$ cat src/usb_ep_pkg.sv
// constants and types shared by the endpoint mask and close logic
package usb_ep_pkg;

	// endpoint count per direction
	localparam int NUM_EP = 16;
	localparam int BYTE_CNT_W = 16;

	// register byte offsets on the apb slave
	localparam logic [7:0] STATUS_OFF    = 8'h00;
	localparam logic [7:0] MASK_OFF      = 8'h04;
	localparam logic [7:0] CFG_OFF       = 8'h08;
	localparam logic [1:0] IN_CTRL_PAGE  = 2'h1; // 0x40..0x7c
	localparam logic [1:0] OUT_CTRL_PAGE = 2'h2; // 0x80..0xbc

	// field positions
	localparam int CLOSE_BIT    = 11;
	localparam int CFG_PPB_BIT  = 0; // packet-per-buffer mode
	localparam int CFG_DUPD_BIT = 1; // descriptor update enable
	localparam int OUT_LSB      = 16;

	// values after reset
	localparam logic [31:0] MASK_RESET  = 32'h0000_0000;
	localparam logic [1:0]  CFG_RESET   = 2'h0;
	localparam logic [15:0] CLOSE_RESET = 16'h0000;

	// close sequencer states
	typedef enum logic [1:0] {
		CS_IDLE = 2'b00,
		CS_WAIT = 2'b01,
		CS_DONE = 2'b10
	} close_state_t;

endpackage
$ cat src/usb_ep_close_seq.sv
// sequencer that closes one out endpoint descriptor channel at a time
`timescale 1ns/1ps
`default_nettype none
module usb_ep_close_seq import usb_ep_pkg::*; (
	// clock and reset
	input  wire logic                  pclk,
	input  wire logic                  presetn,
	input  wire logic                  ce,
	// requests and mode
	input  wire logic [NUM_EP-1:0]     pend,
	input  wire logic                  ppb_mode,
	input  wire logic                  desc_upd,
	// descriptor engine
	output logic                       req,
	output logic [3:0]                 req_ep,
	input  wire logic                  closed,
	input  wire logic [BYTE_CNT_W-1:0] acc_bytes,
	output logic                       wb_valid,
	output logic                       wb_last,
	output logic [BYTE_CNT_W-1:0]      wb_bytes,
	// one-hot completion pulse
	output logic [NUM_EP-1:0]          done
);

	typedef struct packed {
		close_state_t            st;
		logic                    req;
		logic [3:0]              ep;
		logic                    wb_valid;
		logic                    wb_last;
		logic [BYTE_CNT_W-1:0]   wb_bytes;
		logic [NUM_EP-1:0]       done;
	} seq_state_t;

	seq_state_t s_q;
	seq_state_t s_d;

	// lowest pending endpoint is served first
	always_comb begin
		logic       found;
		logic [3:0] pick;
		found = 1'b0;
		pick  = 4'h0;
		for (int i = 0; i < NUM_EP; i++) begin
			if (pend[i] && !found) begin
				found = 1'b1;
				pick  = 4'(i);
			end
		end
		s_d          = s_q;
		s_d.wb_valid = 1'b0;
		s_d.done     = '0;
		unique case (s_q.st)
			CS_IDLE: begin
				if (found) begin
					s_d.st  = CS_WAIT;
					s_d.req = 1'b1;
					s_d.ep  = pick;
				end
			end
			CS_WAIT: begin
				if (closed) begin
					s_d.st       = CS_DONE;
					s_d.req      = 1'b0;
					s_d.wb_valid = 1'b1;
					s_d.wb_last  = 1'b1;
					// fill mode keeps count ppb+update zero
					if (ppb_mode && desc_upd) begin
						s_d.wb_bytes = '0;
					end else begin
						s_d.wb_bytes = acc_bytes;
					end
					s_d.done[s_q.ep] = 1'b1;
				end
			end
			CS_DONE: begin
				// one idle cycle lets the close bit fall first
				s_d.st = CS_IDLE;
			end
			default: begin
				s_d.st  = CS_IDLE;
				s_d.req = 1'b0;
			end
		endcase
	end

	// registered copy
	always_ff @(posedge pclk or negedge presetn) begin
		if (!presetn) begin
			s_q <= '{st: CS_IDLE, ep: 4'h0, wb_bytes: '0, done: '0,
				default: 1'b0};
		end else if (ce) begin
			s_q <= s_d;
		end
	end

	assign req      = s_q.req;
	assign req_ep   = s_q.ep;
	assign wb_valid = s_q.wb_valid;
	assign wb_last  = s_q.wb_last;
	assign wb_bytes = s_q.wb_bytes;
	assign done     = s_q.done;

endmodule // usb_ep_close_seq
`default_nettype wire

$ cat src/usb_ep_irq.sv
// endpoint interrupt status, mask and the single interrupt line
`timescale 1ns/1ps
`default_nettype none
module usb_ep_irq import usb_ep_pkg::*; #(
	parameter logic [31:0] MASK_INIT = MASK_RESET
) (
	// clock and reset
	input  wire logic        pclk,
	input  wire logic        presetn,
	input  wire logic        ce,
	// events, out endpoints high half
	input  wire logic [31:0] ev,
	// software writes
	input  wire logic        mask_wr,
	input  wire logic        stat_wr,
	input  wire logic [31:0] wdata,
	// state
	output logic      [31:0] status,
	output logic      [31:0] mask,
	output logic             irq
);

	typedef struct packed {
		logic [31:0] status;
		logic [31:0] mask;
		logic        irq;
	} irq_state_t;

	irq_state_t s_q;
	irq_state_t s_d;

	// masked sources never reach status set beats clear
	always_comb begin
		s_d = s_q;
		if (mask_wr) begin
			s_d.mask = wdata;
		end
		if (stat_wr) begin
			s_d.status = s_q.status & ~wdata;
		end
		s_d.status = s_d.status | (ev & ~s_q.mask);
		s_d.irq    = |(s_d.status & ~s_d.mask);
	end

	// registered copy
	always_ff @(posedge pclk or negedge presetn) begin
		if (!presetn) begin
			s_q <= '{status: 32'h0000_0000, mask: MASK_INIT, irq: 1'b0};
		end else if (ce) begin
			s_q <= s_d;
		end
	end

	assign status = s_q.status;
	assign mask   = s_q.mask;
	assign irq    = s_q.irq;

endmodule // usb_ep_irq
`default_nettype wire

$ cat src/usb_ep_mask_close.sv
// apb register block: endpoint masks, status and descriptor close
`timescale 1ns/1ps
`default_nettype none
module usb_ep_mask_close import usb_ep_pkg::*; #(
	parameter logic [31:0] MASK_INIT = MASK_RESET
) (
	// clock, enable and reset
	input  wire logic                  pclk,
	input  wire logic                  presetn,
	input  wire logic                  ce,
	// apb slave
	input  wire logic                  psel,
	input  wire logic                  penable,
	input  wire logic                  pwrite,
	input  wire logic [11:0]           paddr,
	input  wire logic [31:0]           pwdata,
	output logic                       pready,
	output logic [31:0]                prdata,
	output logic                       pslverr,
	// static strap for the close capability
	input  wire logic                  close_strap,
	// endpoint events from the protocol logic
	input  wire logic [31:0]           ep_event,
	// descriptor engine close handshake
	output logic                       chan_close_req,
	output logic [3:0]                 chan_close_ep,
	input  wire logic                  chan_closed,
	input  wire logic [BYTE_CNT_W-1:0] chan_acc_bytes,
	// descriptor write-back
	output logic                       desc_wb_valid,
	output logic                       desc_wb_last,
	output logic [BYTE_CNT_W-1:0]      desc_wb_rx_bytes,
	// interrupt
	output logic                       irq
);

	////////////////////////////////////////////////////////////////
	// state

	typedef struct packed {
		logic [NUM_EP-1:0] close;   // out endpoint close requests
		logic [1:0]        cfg;     // buffer mode bits
		logic              strap_ok;
		logic              strap_seen;
		logic              pready;
		logic              pslverr;
		logic [31:0]       prdata;
	} top_state_t;

	top_state_t s_q;
	top_state_t s_d;

	logic [31:0]       status;
	logic [31:0]       mask;
	logic [NUM_EP-1:0] done;
	logic [31:0]       irq_ev;

	////////////////////////////////////////////////////////////////
	// address decode, held stable through setup and access

	logic       hi_zero;
	logic       hit_status;
	logic       hit_mask;
	logic       hit_cfg;
	logic       hit_in;
	logic       hit_out;
	logic       hit_any;
	logic [3:0] ep_idx;
	logic       wr_ok;

	// two control pages, one word per endpoint and direction
	assign hi_zero    = (paddr[11:8] == 4'h0) && (paddr[1:0] == 2'h0);
	assign hit_status = hi_zero && (paddr[7:0] == STATUS_OFF);
	assign hit_mask   = hi_zero && (paddr[7:0] == MASK_OFF);
	assign hit_cfg    = hi_zero && (paddr[7:0] == CFG_OFF);
	assign hit_in     = hi_zero && (paddr[7:6] == IN_CTRL_PAGE);
	assign hit_out    = hi_zero && (paddr[7:6] == OUT_CTRL_PAGE);
	assign hit_any    = hit_status | hit_mask | hit_cfg | hit_in
		| hit_out;
	assign ep_idx     = paddr[5:2];

	// a write lands only on the completing edge of a good access
	assign wr_ok = psel & penable & s_q.pready & pwrite & ~s_q.pslverr;

	////////////////////////////////////////////////////////////////
	// interrupt status and mask

	// finished closes flag their out endpoint
	assign irq_ev = ep_event | {done, 16'h0000};

	usb_ep_irq #(
		.MASK_INIT (MASK_INIT)
	) u_irq (
		.pclk    (pclk),
		.presetn (presetn),
		.ce      (ce),
		.ev      (irq_ev),
		.mask_wr (wr_ok & hit_mask),
		.stat_wr (wr_ok & hit_status),
		.wdata   (pwdata),
		.status  (status),
		.mask    (mask),
		.irq     (irq)
	);

	////////////////////////////////////////////////////////////////
	// close sequencer

	logic [NUM_EP-1:0] pend;

	// with the strap off no request ever leaves the block
	assign pend = s_q.strap_ok ? s_q.close : '0;

	usb_ep_close_seq u_seq (
		.pclk      (pclk),
		.presetn   (presetn),
		.ce        (ce),
		.pend      (pend),
		.ppb_mode  (s_q.cfg[CFG_PPB_BIT]),
		.desc_upd  (s_q.cfg[CFG_DUPD_BIT]),
		.req       (chan_close_req),
		.req_ep    (chan_close_ep),
		.closed    (chan_closed),
		.acc_bytes (chan_acc_bytes),
		.wb_valid  (desc_wb_valid),
		.wb_last   (desc_wb_last),
		.wb_bytes  (desc_wb_rx_bytes),
		.done      (done)
	);

	////////////////////////////////////////////////////////////////
	// next state

	always_comb begin
		s_d = s_q;

		// strap is sampled once, first enabled cycle after reset
		if (!s_q.strap_seen) begin
			s_d.strap_seen = 1'b1;
			s_d.strap_ok   = close_strap;
		end

		// setup phase: decode and fetch, answer in the access phase
		s_d.pready  = 1'b0;
		s_d.pslverr = 1'b0;
		if (psel && !penable) begin
			s_d.pready  = 1'b1;
			s_d.pslverr = ~hit_any;
			s_d.prdata  = 32'h0000_0000;
			if (hit_status) begin
				s_d.prdata = status;
			end
			if (hit_mask) begin
				s_d.prdata = mask;
			end
			if (hit_cfg) begin
				s_d.prdata[CFG_PPB_BIT]  = s_q.cfg[CFG_PPB_BIT];
				s_d.prdata[CFG_DUPD_BIT] = s_q.cfg[CFG_DUPD_BIT];
			end
			// in endpoint words hold no close bit
			if (hit_out) begin
				s_d.prdata[CLOSE_BIT] = s_q.close[ep_idx];
			end
		end else if (psel && penable && s_q.pready) begin
			s_d.pready = 1'b0;
		end

		// hardware clears the request once the channel is closed
		s_d.close = s_q.close & ~done;

		// a software write after it wins for the same endpoint
		if (wr_ok && hit_out && s_q.strap_ok) begin
			s_d.close[ep_idx] = pwdata[CLOSE_BIT];
		end

		// mode bits steer the byte count on write-back
		if (wr_ok && hit_cfg) begin
			s_d.cfg[CFG_PPB_BIT]  = pwdata[CFG_PPB_BIT];
			s_d.cfg[CFG_DUPD_BIT] = pwdata[CFG_DUPD_BIT];
		end
	end

	////////////////////////////////////////////////////////////////
	// registered copy

	always_ff @(posedge pclk or negedge presetn) begin
		if (!presetn) begin
			s_q <= '{close: CLOSE_RESET, cfg: CFG_RESET,
				prdata: 32'h0000_0000, default: 1'b0};
		end else if (ce) begin
			s_q <= s_d;
		end
	end

	////////////////////////////////////////////////////////////////
	// outputs straight from flops

	assign pready  = s_q.pready;
	assign pslverr = s_q.pslverr;
	assign prdata  = s_q.prdata;

endmodule // usb_ep_mask_close
`default_nettype wire

$ cat config.mk
export PLATFORM = sky130hd
export DESIGN_NAME = usb_ep_mask_close
export DESIGN_NICKNAME = d
export VERILOG_FILES = /design/src/usb_ep_pkg.sv /design/src/usb_ep_close_seq.sv /design/src/usb_ep_irq.sv /design/src/usb_ep_mask_close.sv
export SDC_FILE = /design/constraint.sdc
export NUM_CORES = 1
export LEC_CHECK = 0
export ABC_AREA = 1
export BUFFER_PORTS_ARGS = -buffer_cell sky130_fd_sc_hd__buf_2
export CORE_MARGIN = 2
export CORE_UTILIZATION = 25
export CTS_CLUSTER_DIAMETER = 200
export DETAILED_ROUTE_END_ITERATION = 10
export HOLD_SLACK_MARGIN = 0.02
export SETUP_SLACK_MARGIN = 0.05
export SYNTH_ARGS = -nofsm -noshare
export SYNTH_HDL_FRONTEND = slang
export SYNTH_SLANG_ARGS = --single-unit
$ cat constraint.sdc
create_clock -name pclk -period 2.46 [get_ports pclk]
set_input_delay 0.738 -clock pclk [delete_from_list [all_inputs] [get_ports pclk]]
set_output_delay 0.738 -clock pclk [all_outputs]
set_load 0.1 [all_outputs]
==> results.py <==
metrics = {
    "outcome": {
        "outcome": "completed",
    },
    "drt": {
        "drc": 0,
        "wl_mm": 27.1,
        "vias": 7833,
        "firstDrtPassIters": 5,
        "viasPerCell": 4.61,
        "wire_per_inst_um": 15.9,
        "drt-initial-drc-count": 644,
        "drtAntennaViolNets": 0,
    },
    "synthesis": {
        "synthCells": 1106,
        "synth.distinct_cells": 41,
        "synth-simple-area-share": 0.204,
        "synth_fp_nets": 1206,
        "synth_fa_ha_area_frac": 0,
        "synthTopCellsByArea": "dfrtp_1 (46%), nand2_1 (14%), o21ai_0 (7.9%)",
        "synth_area_per_cell_um2": 7.92,
        "synth_compound_area_frac": 0.210,
        "yosys_warnings": 0,
        "synth_mux_area_frac": 0,
        "synth_xor_xnor_area_share": 0,
        "synth_top_family_by_area": "compound AO/OA/AOI/OAI gates",
        "yosysTopAreaCell": "dfrtp_1",
        "synth.yosys.seq_area_share": 0.457,
        "syn_area_um2": 8760,
        "synth_top_area_share": 0.457,
        "ys_ff_latch": 160,
    },
    "floorplan": {
        "start_util": 0.254,
        "core_area_um2": 34500,
        "row_count": 68,
        "die_h_um": 191,
        "ioPinCount": 158,
        "die_area_um2": 36600,
        "die-width_um": 191,
    },
    "worst_hold_path": {
        "hold_class": "in2async",
    },
    "power": {
        "p_clk_frac": 0.284,
        "swShare": 0.445,
        "combPwrFrac": 0.379,
        "power.internal_mw": 5.70,
        "power_switching_mw": 4.56,
        "p_leak_nw": 5.22,
        "power_mw": 10.3,
        "powerDensity_nw_per_um2": 969,
        "seqPwrFrac": 0.337,
        "ir_worst_vdd_v": 0.000934,
    },
    "run": {
        "maxCapViolCount": 0,
    },
    "worst_setup_path": {
        "cp-start-kind": "primary input",
        "worstSetupPathType": "in2reg",
        "cp_top_family": "simple AND/OR/NAND/NOR gates",
        "max_stage_delay_ns": 0.28,
        "worstPathArrival_ns": 2.51,
        "end_kind": "register",
        "critPathBufInv": 3,
        "critPathMaxFanout": 9,
        "slowest_stage": "or2_4",
        "cpMostUsedCell": "nand2_1",
        "worst-path-stages": 15,
        "rr_worst_depth": 13,
        "crit_required_ns": 2.79,
        "path_cells": "buf_2 > or2_4 > inv_1 > nand2_1 > nor2_2 > nand3_2 > buf_4 > o21ai_1 > nand2_1 > nand2_1 > nand2_1 > nor2_1 > nand2_1 > nor2_2 > a21oi_2",
        "rrSetupSlack_ns": 0.41,
    },
    "grt": {
        "antenna_found_initial": 1,
        "grt_pass1_vias": 7649,
        "grtUsageTotal": 0.152,
        "grt_overflow": 0,
        "grt_max_degree": 103,
        "grt_pass1_wl_mm": 42.5,
    },
    "timing": {
        "slew_headroom": 0.590,
        "worst_slack_ns": 0.277,
        "period_share": 0.887,
        "drv_slew": 0,
        "worst_pin_slew_ns": 0.614,
        "fmax_ghz": 0.458,
        "finalCriticalPeriod_ns": 2.18,
        "setup_viol": 0,
        "timing.setup.tns_ns": 0,
        "rsz0062_at_grt": "no",
        "hold_violations": 0,
        "clock-skew-final_ns": 0.0124,
    },
    "finish": {
        "antenna_cells": 0,
        "areaGrowthSynthToFinish_pct": 20.8,
        "utilization": 0.306,
        "nNetsFinal": 1332,
        "drive_gt1_frac": 0.232,
    },
    "cts": {
        "cts_buffers": 17,
        "path_clk_slew_ns": 0.06,
        "root_buffer": "clkbuf_16",
        "clockBufferDepth": 2,
        "cts_tree": "built",
        "holdBufCountCts": 0,
        "h-tree-depth": 4,
        "clock_sinks": 160,
        "clock_latency_ns": 0.44,
    },
    "placed_design": {
        "place_hpwl_mm": 20.1,
        "place_ws_ns": -0.256,
        "gp_congestion": 0.850,
        "numPortBuffers": 157,
    },
}
-- layout by cell type, fill, tap and decap left out, drive strengths merged --
| cell | n |
|---|---|
| dfrtp | 160 |
| o22ai | 20 |
| a22o | 1 |
| o311ai | 16 |
| a21oi | 5 |
| a211oi | 2 |
| nor4 | 2 |
| nor2 | 42 |
| o211ai | 2 |
| clkinvlp | 3 |
| a31oi | 1 |
| a22oi | 3 |
| o41ai | 1 |
| nand4 | 4 |
| o21a | 29 |
| a41oi | 1 |
| bufinv | 4 |
| or2 | 3 |
| o2111ai | 1 |
| nand2 | 340 |
| nand3 | 26 |
| nor3 | 2 |
| inv | 128 |
| clkinv | 4 |
| clkbuf | 20 |
| o221ai | 31 |
| buf | 207 |
| o21ai | 187 |
-- power groups by stage --
stage               clock (mW)  combinational [mW]  sequential (mW)
finish                    2.91                3.89             3.45
CTS                       2.97                3.91             3.45
floorplan                    0                3.34             3.51
global placement             0                3.86             3.49
detailed placement           0                3.91             3.49
global route              3.10                4.20             3.52
-- routing by layer --
layer | track usage | up-vias | part of all wire
li1 | - | 3862 | -
met1 | 0.203 | 3653 | 0.44
met2 | 0.251 | 295 | 0.48
met3 | 0.0336 | 21 | 0.066
met4 | 0.0388 | 2 | 0.013
met5 | 0 | - | 0.00041
-- sequential cells by signal (all words and copies together), names as in the netlist, 2 cells and up --
name and cells:
prdata 32, u_irq.mask 32, u_irq.status 32, s_q 20
u_seq.done 16, u_seq.wb_bytes 16, u_seq.req_ep 4, u_seq.s_q 2
-- layout make-up --
| class | instances | area [um^2] |
|---|---|---|
| multi-input cells | 719 | 3640 |
| clock buffers | 20 | 457 |
| clock inverters | 12 | 183 |
| repair buffers | 207 | 1250 |
| well taps | 455 | 569 |
| flip-flops and latches | 160 | 4010 |
| inverters | 127 | 477 |
| fillers | 3707 | 24000 |
-- final timing paths --
| path | startpoint | to |
|---|---|---|
| max in group asynchronous | presetn | u_irq.mask[6] |
| min reg2reg | s_q[34] | s_q[34] |
| max | paddr[1] | u_irq.irq |
| min | presetn | u_seq.wb_bytes[10] |
| max reg2reg | s_q[35] | u_seq.req_ep[1] |
| min in group pclk | s_q[34] | s_q[34] |
-- cells in the mapped netlist (all sizes together) --
library cell  count
a211oi            2
a21oi             5
a22o              1
a22oi             3
a31oi             1
a41oi             1
buf              69
clkbuf           31
dfrtp           160
inv             127
nand2           340
nand3            26
nand4             4
nor2             42
nor3              2
nor4              2
o2111ai           1
o211ai            2
o21a             29
o21ai           187
o221ai           31
o22ai            20
o311ai           16
o41ai             1
or2               3
-- kinds of logic after synthesis --
logic type             Yosys count
AND/OR/NAND/NOR                419
buffers and inverters          227
AO/OA/AOI/OAI                  300
flip-flops                     160
-- worst reg2reg max path: stages (launching register included) --
cell	delay, ns
dfrtp_1	0.46
buf_4	0.23
nand2_1	0.11
nand4_2	0.15
nor2_4	0.15
nand4_2	0.10
nor2_2	0.16
nand3_2	0.12
nor2_4	0.13
nand2_2	0.07
nand3_4	0.10
inv_2	0.06
nand2_1	0.06
nand2_1	0.05
-- per-stage QoR --
step,std cells,hold slack (ns),instance area (um^2)
6_report,1700,0.212,10600
5_1_grt,1700,0.228,10600
2_1_floorplan,1106,0.423,8760
4_1_cts,1700,0.224,10600
3_5_place_dp,1668,0.439,9940
3_3_place_gp,1668,0.436,9940
-- repair_timing --
action,in CTS,in global routing
resized for setup,0,1
endpoints found under the setup margin,0,1
endpoints found under the hold margin,0,0
setup buffers,0,0
(Power assumes the default switching activity.)
